$ cat src/hdl/vsft_pkg.sv
// package of constants and carrier types for the video sync field timing block
// assumes a 10 MHz system clock and a sliced, synchronous sync input
// Contract
// - long unserrated vertical sync still yields a vertical pulse after a delay
// - default pulse starts when sync-active time reaches the default threshold
// - default pulse ending early: sync end above lower threshold retriggers
// - serrated use: default delay set well past serration spacing
// - unserrated use: default delay shorter than vertical sync period
// - lower threshold must be reached before vertical sync ends
// - to avoid a second pulse, pulse length should outlast vertical sync
// - full-line gap reaching threshold clears the field toggle flop
// - half-line gaps stay short, so the toggle flips on each equalizer
// - field output from toggle versus vertical pulse; low even, high odd
// - odd field starts at first equalizer, even at second
// - trailing sync edge outside the vertical pulse drives back-porch output low for 4 us
// - vertical pulse lasts eight oscillator periods, cleared by divide-by-8
// - serration end edge with lower threshold exceeded sets pulse latch
package vsft_pkg;
   // ****************************************************************
   // timing
   // ****************************************************************
   localparam int CLK_FREQ_MHZ      = 10;
   localparam int BP_TIME_US        = 4;
   localparam int BP_CYCLES         = BP_TIME_US * CLK_FREQ_MHZ;
   localparam int SERR_SPACING_US   = 30;
   localparam int DEF_DELAY_US      = 50;
   localparam int DEF_DELAY_CYCLES  = DEF_DELAY_US * CLK_FREQ_MHZ;
   localparam int SERR_THR_US       = 20;
   localparam int SERR_THR_CYCLES   = SERR_THR_US * CLK_FREQ_MHZ;
   localparam int OSC_PERIOD_US     = 22;
   localparam int OSC_PERIOD_CYCLES = OSC_PERIOD_US * CLK_FREQ_MHZ;
   localparam int OSC_COUNT         = 8;
   localparam int LINE_GAP_US       = 45;
   localparam int LINE_GAP_CYCLES   = LINE_GAP_US * CLK_FREQ_MHZ;
   localparam int CW                = 16;

   // ****************************************************************
   // carriers
   // ****************************************************************
   typedef struct packed {
      logic vsync;
      logic field;
      logic backporch_n;
   } vsft_out_t;

   typedef struct packed {
      logic [CW-1:0] default_thr;
      logic [CW-1:0] serration_thr;
      logic [CW-1:0] osc_period;
      logic [CW-1:0] line_gap_thr;
      logic [CW-1:0] bp_len;
   } vsft_cfg_t;
endpackage : vsft_pkg

$ cat src/hdl/vsft_top.sv
// vertical pulse, odd/even field and back-porch gate from sliced sync
// assumes sync_i is high while sync is active and synchronous to clk_sys_i
`timescale 1ns/100ps
module vsft_top #(
   parameter int DEFAULT_THR   = vsft_pkg::DEF_DELAY_CYCLES,
   parameter int SERRATION_THR = vsft_pkg::SERR_THR_CYCLES,
   parameter int OSC_PERIOD    = vsft_pkg::OSC_PERIOD_CYCLES,
   parameter int LINE_GAP_THR  = vsft_pkg::LINE_GAP_CYCLES
) (
   // clock and reset
   input  wire logic           clk_sys_i,
   input  wire logic           rst_i,
   // sliced composite sync
   input  wire logic           sync_i,
   // timing outputs
   output vsft_pkg::vsft_out_t timing_o
);
   import vsft_pkg::*;

   // ****************************************************************
   // state
   // ****************************************************************
   typedef logic [CW-1:0] cnt_t;
   localparam cnt_t DEF_T  = cnt_t'(DEFAULT_THR);
   localparam cnt_t SER_T  = cnt_t'(SERRATION_THR);
   localparam cnt_t OSC_T  = cnt_t'(OSC_PERIOD);
   localparam cnt_t GAP_T  = cnt_t'(LINE_GAP_THR);
   localparam cnt_t BP_T   = cnt_t'(BP_CYCLES);
   localparam logic [3:0] OSC_N = 4'(OSC_COUNT);

   logic       sync_q, sync_d;
   cnt_t       act_q, act_d;        // sync-active integrator
   cnt_t       gap_q, gap_d;        // sync-inactive integrator
   logic       def_fired_q, def_fired_d;
   logic       vpulse_q, vpulse_d;
   cnt_t       osc_q, osc_d;
   logic [3:0] div_q, div_d;
   logic       tog_q, tog_d;
   logic       field_q, field_d;
   cnt_t       bp_q, bp_d;
   logic       bp_n_q, bp_n_d;

   logic rise;
   logic fall;
   logic ser_trig;
   logic def_trig;
   logic trig;
   logic start;

   // ****************************************************************
   // sync edges and triggers
   // ****************************************************************
   // edges compare the pin with last cycle's sample; the sample resets
   // to the idle level so no false edge follows reset
   assign rise     = sync_i & ~sync_q;
   assign fall     = ~sync_i & sync_q;

   // end edge of a serration or of a long sync above lower threshold
   assign ser_trig = fall & (act_q >= SER_T);

   // default path fires once per sync interval
   assign def_trig = sync_i & ~def_fired_q & (act_q >= DEF_T);

   // either path alone starts the pulse
   assign trig     = ser_trig | def_trig;

   // a trigger only counts while no pulse runs
   assign start    = trig & ~vpulse_q;

   // ****************************************************************
   // integrators
   // ****************************************************************
   // counters stand in for the charge of the analog integrators
   always_comb begin
      sync_d      = sync_i;
      act_d       = act_q;
      gap_d       = gap_q;
      def_fired_d = def_fired_q;

      // saturate rather than wrap, so a stuck pin cannot retrigger
      if (sync_i) begin
         if (act_q != '1) act_d = act_q + cnt_t'(1);
         gap_d = '0;
      end else begin
         if (gap_q != '1) gap_d = gap_q + cnt_t'(1);
         act_d       = '0;
         def_fired_d = 1'b0;
      end

      if (def_trig) begin
         def_fired_d = 1'b1;
      end
   end

   always_ff @(posedge clk_sys_i or posedge rst_i) begin
      if (rst_i) begin
         sync_q      <= 1'b0;
         act_q       <= '0;
         gap_q       <= '0;
         def_fired_q <= 1'b0;
      end else begin
         sync_q      <= sync_d;
         act_q       <= act_d;
         gap_q       <= gap_d;
         def_fired_q <= def_fired_d;
      end
   end

   // ****************************************************************
   // vertical pulse
   // ****************************************************************
   // pulse timer: period counter feeding a divide-by-eight
   always_comb begin
      vpulse_d = vpulse_q;
      osc_d    = osc_q;
      div_d    = div_q;

      if (vpulse_q) begin
         if (osc_q == OSC_T - cnt_t'(1)) begin
            osc_d = '0;
            if (div_q == OSC_N - 4'h1) begin
               vpulse_d = 1'b0;
               div_d    = '0;
            end else begin
               div_d = div_q + 4'h1;
            end
         end else begin
            osc_d = osc_q + cnt_t'(1);
         end
      end

      // a trigger after the pulse ended restarts the timer; a long
      // pulse therefore swallows late triggers
      if (start) begin
         vpulse_d = 1'b1;
         osc_d    = '0;
         div_d    = '0;
      end
   end

   always_ff @(posedge clk_sys_i or posedge rst_i) begin
      if (rst_i) begin
         vpulse_q <= 1'b0;
         osc_q    <= '0;
         div_q    <= '0;
      end else begin
         vpulse_q <= vpulse_d;
         osc_q    <= osc_d;
         div_q    <= div_d;
      end
   end

   // ****************************************************************
   // odd/even field
   // ****************************************************************
   always_comb begin
      tog_d   = tog_q;
      field_d = field_q;

      // toggle on each sync leading edge, cleared by a full-line gap
      if (rise) begin
         if (gap_q >= GAP_T) tog_d = 1'b0;
         else tog_d = ~tog_q;
      end

      // latch field polarity as the pulse starts; a start never
      // shares a cycle with a leading edge
      if (start) begin
         field_d = tog_q;
      end
   end

   always_ff @(posedge clk_sys_i or posedge rst_i) begin
      if (rst_i) begin
         tog_q   <= 1'b0;
         field_q <= 1'b0;
      end else begin
         tog_q   <= tog_d;
         field_q <= field_d;
      end
   end

   // ****************************************************************
   // back-porch gate
   // ****************************************************************
   // suppressed during the vertical pulse, where serrations would
   // otherwise gate broad sync
   always_comb begin
      bp_d   = bp_q;
      bp_n_d = bp_n_q;

      if (fall && !vpulse_q) begin
         bp_n_d = 1'b0;
         bp_d   = '0;
      end else if (!bp_n_q) begin
         if (bp_q == BP_T - cnt_t'(1)) bp_n_d = 1'b1;
         else bp_d = bp_q + cnt_t'(1);
      end
   end

   always_ff @(posedge clk_sys_i or posedge rst_i) begin
      if (rst_i) begin
         bp_q   <= '0;
         bp_n_q <= 1'b1;
      end else begin
         bp_q   <= bp_d;
         bp_n_q <= bp_n_d;
      end
   end

   // ****************************************************************
   // outputs
   // ****************************************************************

   assign timing_o.vsync       = vpulse_q;
   assign timing_o.field       = field_q;
   assign timing_o.backporch_n = bp_n_q;
endmodule : vsft_top

$ cat config.mk
export PLATFORM = sky130hd
export DESIGN_NAME = vsft_top
export DESIGN_NICKNAME = d
export VERILOG_FILES = /design/src/hdl/vsft_pkg.sv /design/src/hdl/vsft_top.sv
export SDC_FILE = /design/constraint.sdc
export NUM_CORES = 1
export LEC_CHECK = 0
export BUFFER_PORTS_ARGS = -buffer_cell sky130_fd_sc_hd__buf_2
export CAP_MARGIN = 0
export CORE_MARGIN = 5
export CORE_UTILIZATION = 35
export CTS_CLUSTER_DIAMETER = 40
export CTS_CLUSTER_SIZE = 20
export DETAILED_ROUTE_END_ITERATION = 8
export PLACE_DENSITY_LB_ADDON = 0.3
export SLEW_MARGIN = 40
export SYNTH_ARGS = -nofsm -noshare
export SYNTH_HDL_FRONTEND = slang
export SYNTH_SLANG_ARGS = --single-unit
$ cat constraint.sdc
create_clock -name clk_sys_i -period 2.5 [get_ports clk_sys_i]
set_input_delay 0 -clock clk_sys_i [delete_from_list [all_inputs] [get_ports clk_sys_i]]
set_output_delay 0 -clock clk_sys_i [all_outputs]
set_load 0.01 [all_outputs]
# Word level (Yosys, flattened, before mapping)
# Index checks and enable logic that the tools add are counted.
# word_totals
out_inout_bits,3
regBits,74
input_bits,3
# classes
bitwise,12
n_lt_le_gt_ge,3
add_sub_neg,5
muxes,24
n_reduce_logical,7
eq_ne,9
# ops
cell,count
16-bit 2-to-1 mux,10
16-bit by 1-bit adder with 16-bit output (second input constant),4
16-bit by 9-bit greater-or-equal comparator with 1-bit output (second input constant),2
16-bit != test (second input constant),2
16-bit by 6-bit == test with 1-bit output (second input constant),1
16-bit by 8-bit == test with 1-bit output (second input constant),1
16-bit by 8-bit greater-or-equal comparator with 1-bit output (second input constant),1
4-bit 2-to-1 mux,4
1-bit 2-to-1 mux,10
1-bit bitwise AND,6
2-bit by 1-bit != test with 1-bit output (second input constant),3
2-bit nonzero test,3
1-bit NOT,5
4-bit by 1-bit adder with 4-bit output (second input constant),1
4-bit by 3-bit == test with 1-bit output (second input constant),1
2-bit AND reduction,2
2-bit != test (second input constant),1
1-bit logical AND,1
1-bit logical NOT,1
1-bit bitwise OR,1

# Longest topological paths before layout
# logic_depth
depth_word,7
mapped_depth,8
depth_no_buf,6

# Worst setup path after synthesis
# OpenSTA, ideal clock, no wires.
# synth_path
path_type,reg-to-reg
from,register osc_q[5]
to,register div_q[3]
stages_incl_launch_ff,6
setup_ps,83
t_arrival_ps,1911
setup_slack_ps,507
t_required_ps,2417
cell_sequence,dfrtp_1 -> or4b_4 -> nor4_4 -> nand4_1 -> or4b_1 -> o21ai_0
# synth_via
elab_chain_cells,3
# synth_rtl
element,line,text
start: declaration,vsft_top.sv:36,"cnt_t osc_q, osc_d;"
start signal: assignment,vsft_top.sv:148,osc_q <= osc_d;
16-bit by 8-bit == test with 1-bit output,vsft_top.sv:119,if (osc_q == OSC_T - cnt_t'(1)) begin
2-bit nonzero test (no source line),--,
2-bit AND reduction (no source line),--,
end signal: assignment,vsft_top.sv:149,div_q <= div_d;
end: declaration,vsft_top.sv:37,"logic [3:0] div_q, div_d;"
# No other way between the ends.
# A chain may end at the register's enable or synchronous reset.

# Final worst setup path
# layout_path
from,register osc_q[10]
to,register div_q[3]
# The elaborated chain is that of the path after synthesis.

==> flow_summary.yaml <==
run_status:
  status: "completed"
place:
  dp.cells: 570
  portBuffers: 5
  dp_hpwl_um: 5350
  gp_congestion: 0.793
pwr:
  p_seq_frac: 0.454
  ir_drop_uv: 325
  clkPwrFrac: 0.375
  power.density_nw_per_um2: 757
  comb_power_share: 0.171
  p_sw_w: 0.00102
  p_int_w: 0.00237
  p_sw_frac: 0.300
  p_leak_nw: 1.87
routing:
  wirelength_um: 8230
  drc: 0
  drt_iter0_drc: 134
  wl_per_cell_um: 14.0
  viasPerCell: 5.43
  num_vias: 3187
  first_pass_iters: 4
  ant_nets: 0
worst_setup_path:
  cp.required_ps: 2750
  slowest_stage: "or4b_4"
  cp-start-kind: "flip-flop"
  worst-path-max-fanout: 8
  slowest_delay_ps: 580
  path_buf_inv: 0
  worstPathCellList: "or4b_4 > nor4_4 > nand4_1 > or4b_1 > o21ai_0"
  crit_type: "flip-flop to flip-flop"
  critical_path_arrival_ps: 2370
  cp-end-kind: "flip-flop"
  crit_family: "simple AND/OR/NAND/NOR gates"
logic_synthesis:
  syn_area_sq_um: 3980
  synth_top_area_cell: "dfrtp_1"
  syn_area_per_cell_sq_um: 9.25
  synthTopCellsByArea: "dfrtp_1 46%, nor2_1 5.9%, xnor2_1 5.3%"
  post_synth_num_cell_types: 48
  synthArstFlopShare: 1.00
  syn_nets: 440
  syn-instance-count: 430
  synth-edff-count: 0
  synth.most_common_cell: "dfrtp_1"
  synth_seq_area_share: 0.466
  synth_top_area_frac: 0.459
  synth_seq_cells: 74
  ys.flop_type: "dfrtp_1"
  yosys_warnings: 0
  ys_top_cells_by_count: "73 x dfrtp_1, 62 x nor2_1, 35 x o21ai_0"
layout:
  fin_util: 0.397
  finalNetCount: 449
  n_antenna_cell: 0
  stdcell_count: 587
  layout-drive-gt1-share: 0.0856
  area_delta_synth_final_pct: 12.6
timing:
  slew_violations: 0
  final.period_utilization: 0.849
  fmax_mhz: 471
  hold_ws_ps: 75.5
  fin_skew_ps: 6.68
  worst_pin_slew_ps: 698
  hold_violations: 0
  rsz0062_at_grt: "false"
  slew_headroom: 0.528
  tns_ps: 0
  period_minus_slack_ps: 2120
  setup_viol: 0
run:
  cap_violations: 0
clock_network:
  cts_tree: "done"
  cts_buffers: 9
  cts.sinks: 74
  insertion_delay_ps: 330
  clockBufferDepth: 2
  cts_root_buffer: "clkbuf_16"
  postCtsResizedCells: 0
  h-tree-depth: 3
  clk_pin_slew_ps: 60
global_routing:
  grt_max_degree: 75
  antenna_found_initial: 0
  grt_pass1_wl_um: 14500
  grtUsageTotal: 0.132
  grt_pass1_vias: 3022
  grt_overflow: 0
die:
  core_area_sq_um: 11300
  fp.dieH_um: 117
  rows: 39
  initial_utilization: 0.353
  die_w_um: 117
  die-area_sq_um: 13600
  io_pins: 6
min_path:
  hold_class: "input pin to flip-flop"
[per-stage QoR]
| step | total power, W | setup slack, ps | cell area (sq um) |
|---|---|---|---|
| floorplan | 0.00199 | 507 | 3980 |
| global placement | 0.00211 | 439 | 4170 |
| detailed placement | 0.00214 | 384 | 4180 |
| CTS | 0.00343 | 368 | 4480 |
| global route | 0.00358 | 230 | 4480 |
| finish | 0.00339 | 378 | 4480 |
[routing by layer]
layer / vias up / GRT usage / wire [um]
met5: - / 0 / 0
met4: 0 / 0.0375 / 125
met3: 12 / 0.0394 / 260
met2: 47 / 0.204 / 3810
met1: 1559 / 0.181 / 4030
li1: 1569 / - / -
[worst reg2reg max path: cells and delay by family, from the launching register on]
kind             cells  cell delay (ps)
AO/OA/AOI/OAI        1               90
flip-flops           1              460
AND/OR/NAND/NOR      4             1500
[worst paths after layout]
path | startpoint | end | slack, ps | cells past startpoint
max | osc_q[10] | div_q[3] | 380 | 5
min | sync_i | sync_q | 80 | 2
max reg2reg | osc_q[10] | div_q[3] | 380 | 5
min reg2reg | osc_q[15] | osc_q[15] | 490 | 1
max in group asynchronous | rst_i | act_q[3] | 1650 | 4
min in group asynchronous | rst_i | bp_q[13] | 380 | 4
[layout by cell type, fill, tap and decap left out, types with 6 or more instances in the layout]
cell type  instances
nor3_1            14
buf_4              7
inv_1             12
xor2_1            12
xnor2_1           24
and3_1            12
ha_1               7
nand2_1           23
nor2_1            62
nand4_1           12
nor4_1            12
nand3_1           27
o21ai_0           35
clkbuf_16          9
and2_1             6
a21oi_1           17
dfrtp_1           73
[logic make-up after synthesis]
family                     count (synthesis)  synth area share
DFF                                       74             0.466
and+or+nand+nor                          201             0.266
AOI/OAI and AO/OA                         77             0.120
xor gates and xnor gates                  36            0.0793
buffers and inverters                     29            0.0308
adders and majority gates                  7            0.0220
muxes                                      6            0.0154
[area by class of cell]
cell class | instances | area [sq um]
inverter | 13 | 48.8
clock inverter | 5 | 56.3
sequential | 74 | 1850
multi-input combinational | 327 | 2010
tap | 143 | 179
clock buffer | 11 | 233
fill | 1130 | 6800
timing repair buffer | 14 | 98.8
[sequential cells by signal, summed over array words and instances (netlist names)]
signal / count
bp_n_q: 1
field_q: 1
sync_q: 1
gap_q: 16
def_fired_q: 1
osc_q: 16
div_q: 4
bp_q: 16
vpulse_q: 1
tog_q: 1
act_q: 16
[power by group through the flow]
stage          clock network, W  registers (W)  logic, W
6_report                0.00127        0.00154  0.000578
4_1_cts                 0.00130        0.00154  0.000589
5_1_grt                 0.00135        0.00157  0.000663
2_1_floorplan                 0        0.00150  0.000490
3_3_place_gp                  0        0.00155  0.000566
3_5_place_dp                  0        0.00156  0.000581
[what timing repair did]
action	CTS	global route
hold endpoints to repair	73	0
setup buffers	0	0
hold buffers	1	0
Note: power is estimated with default switching activity, not from simulation.
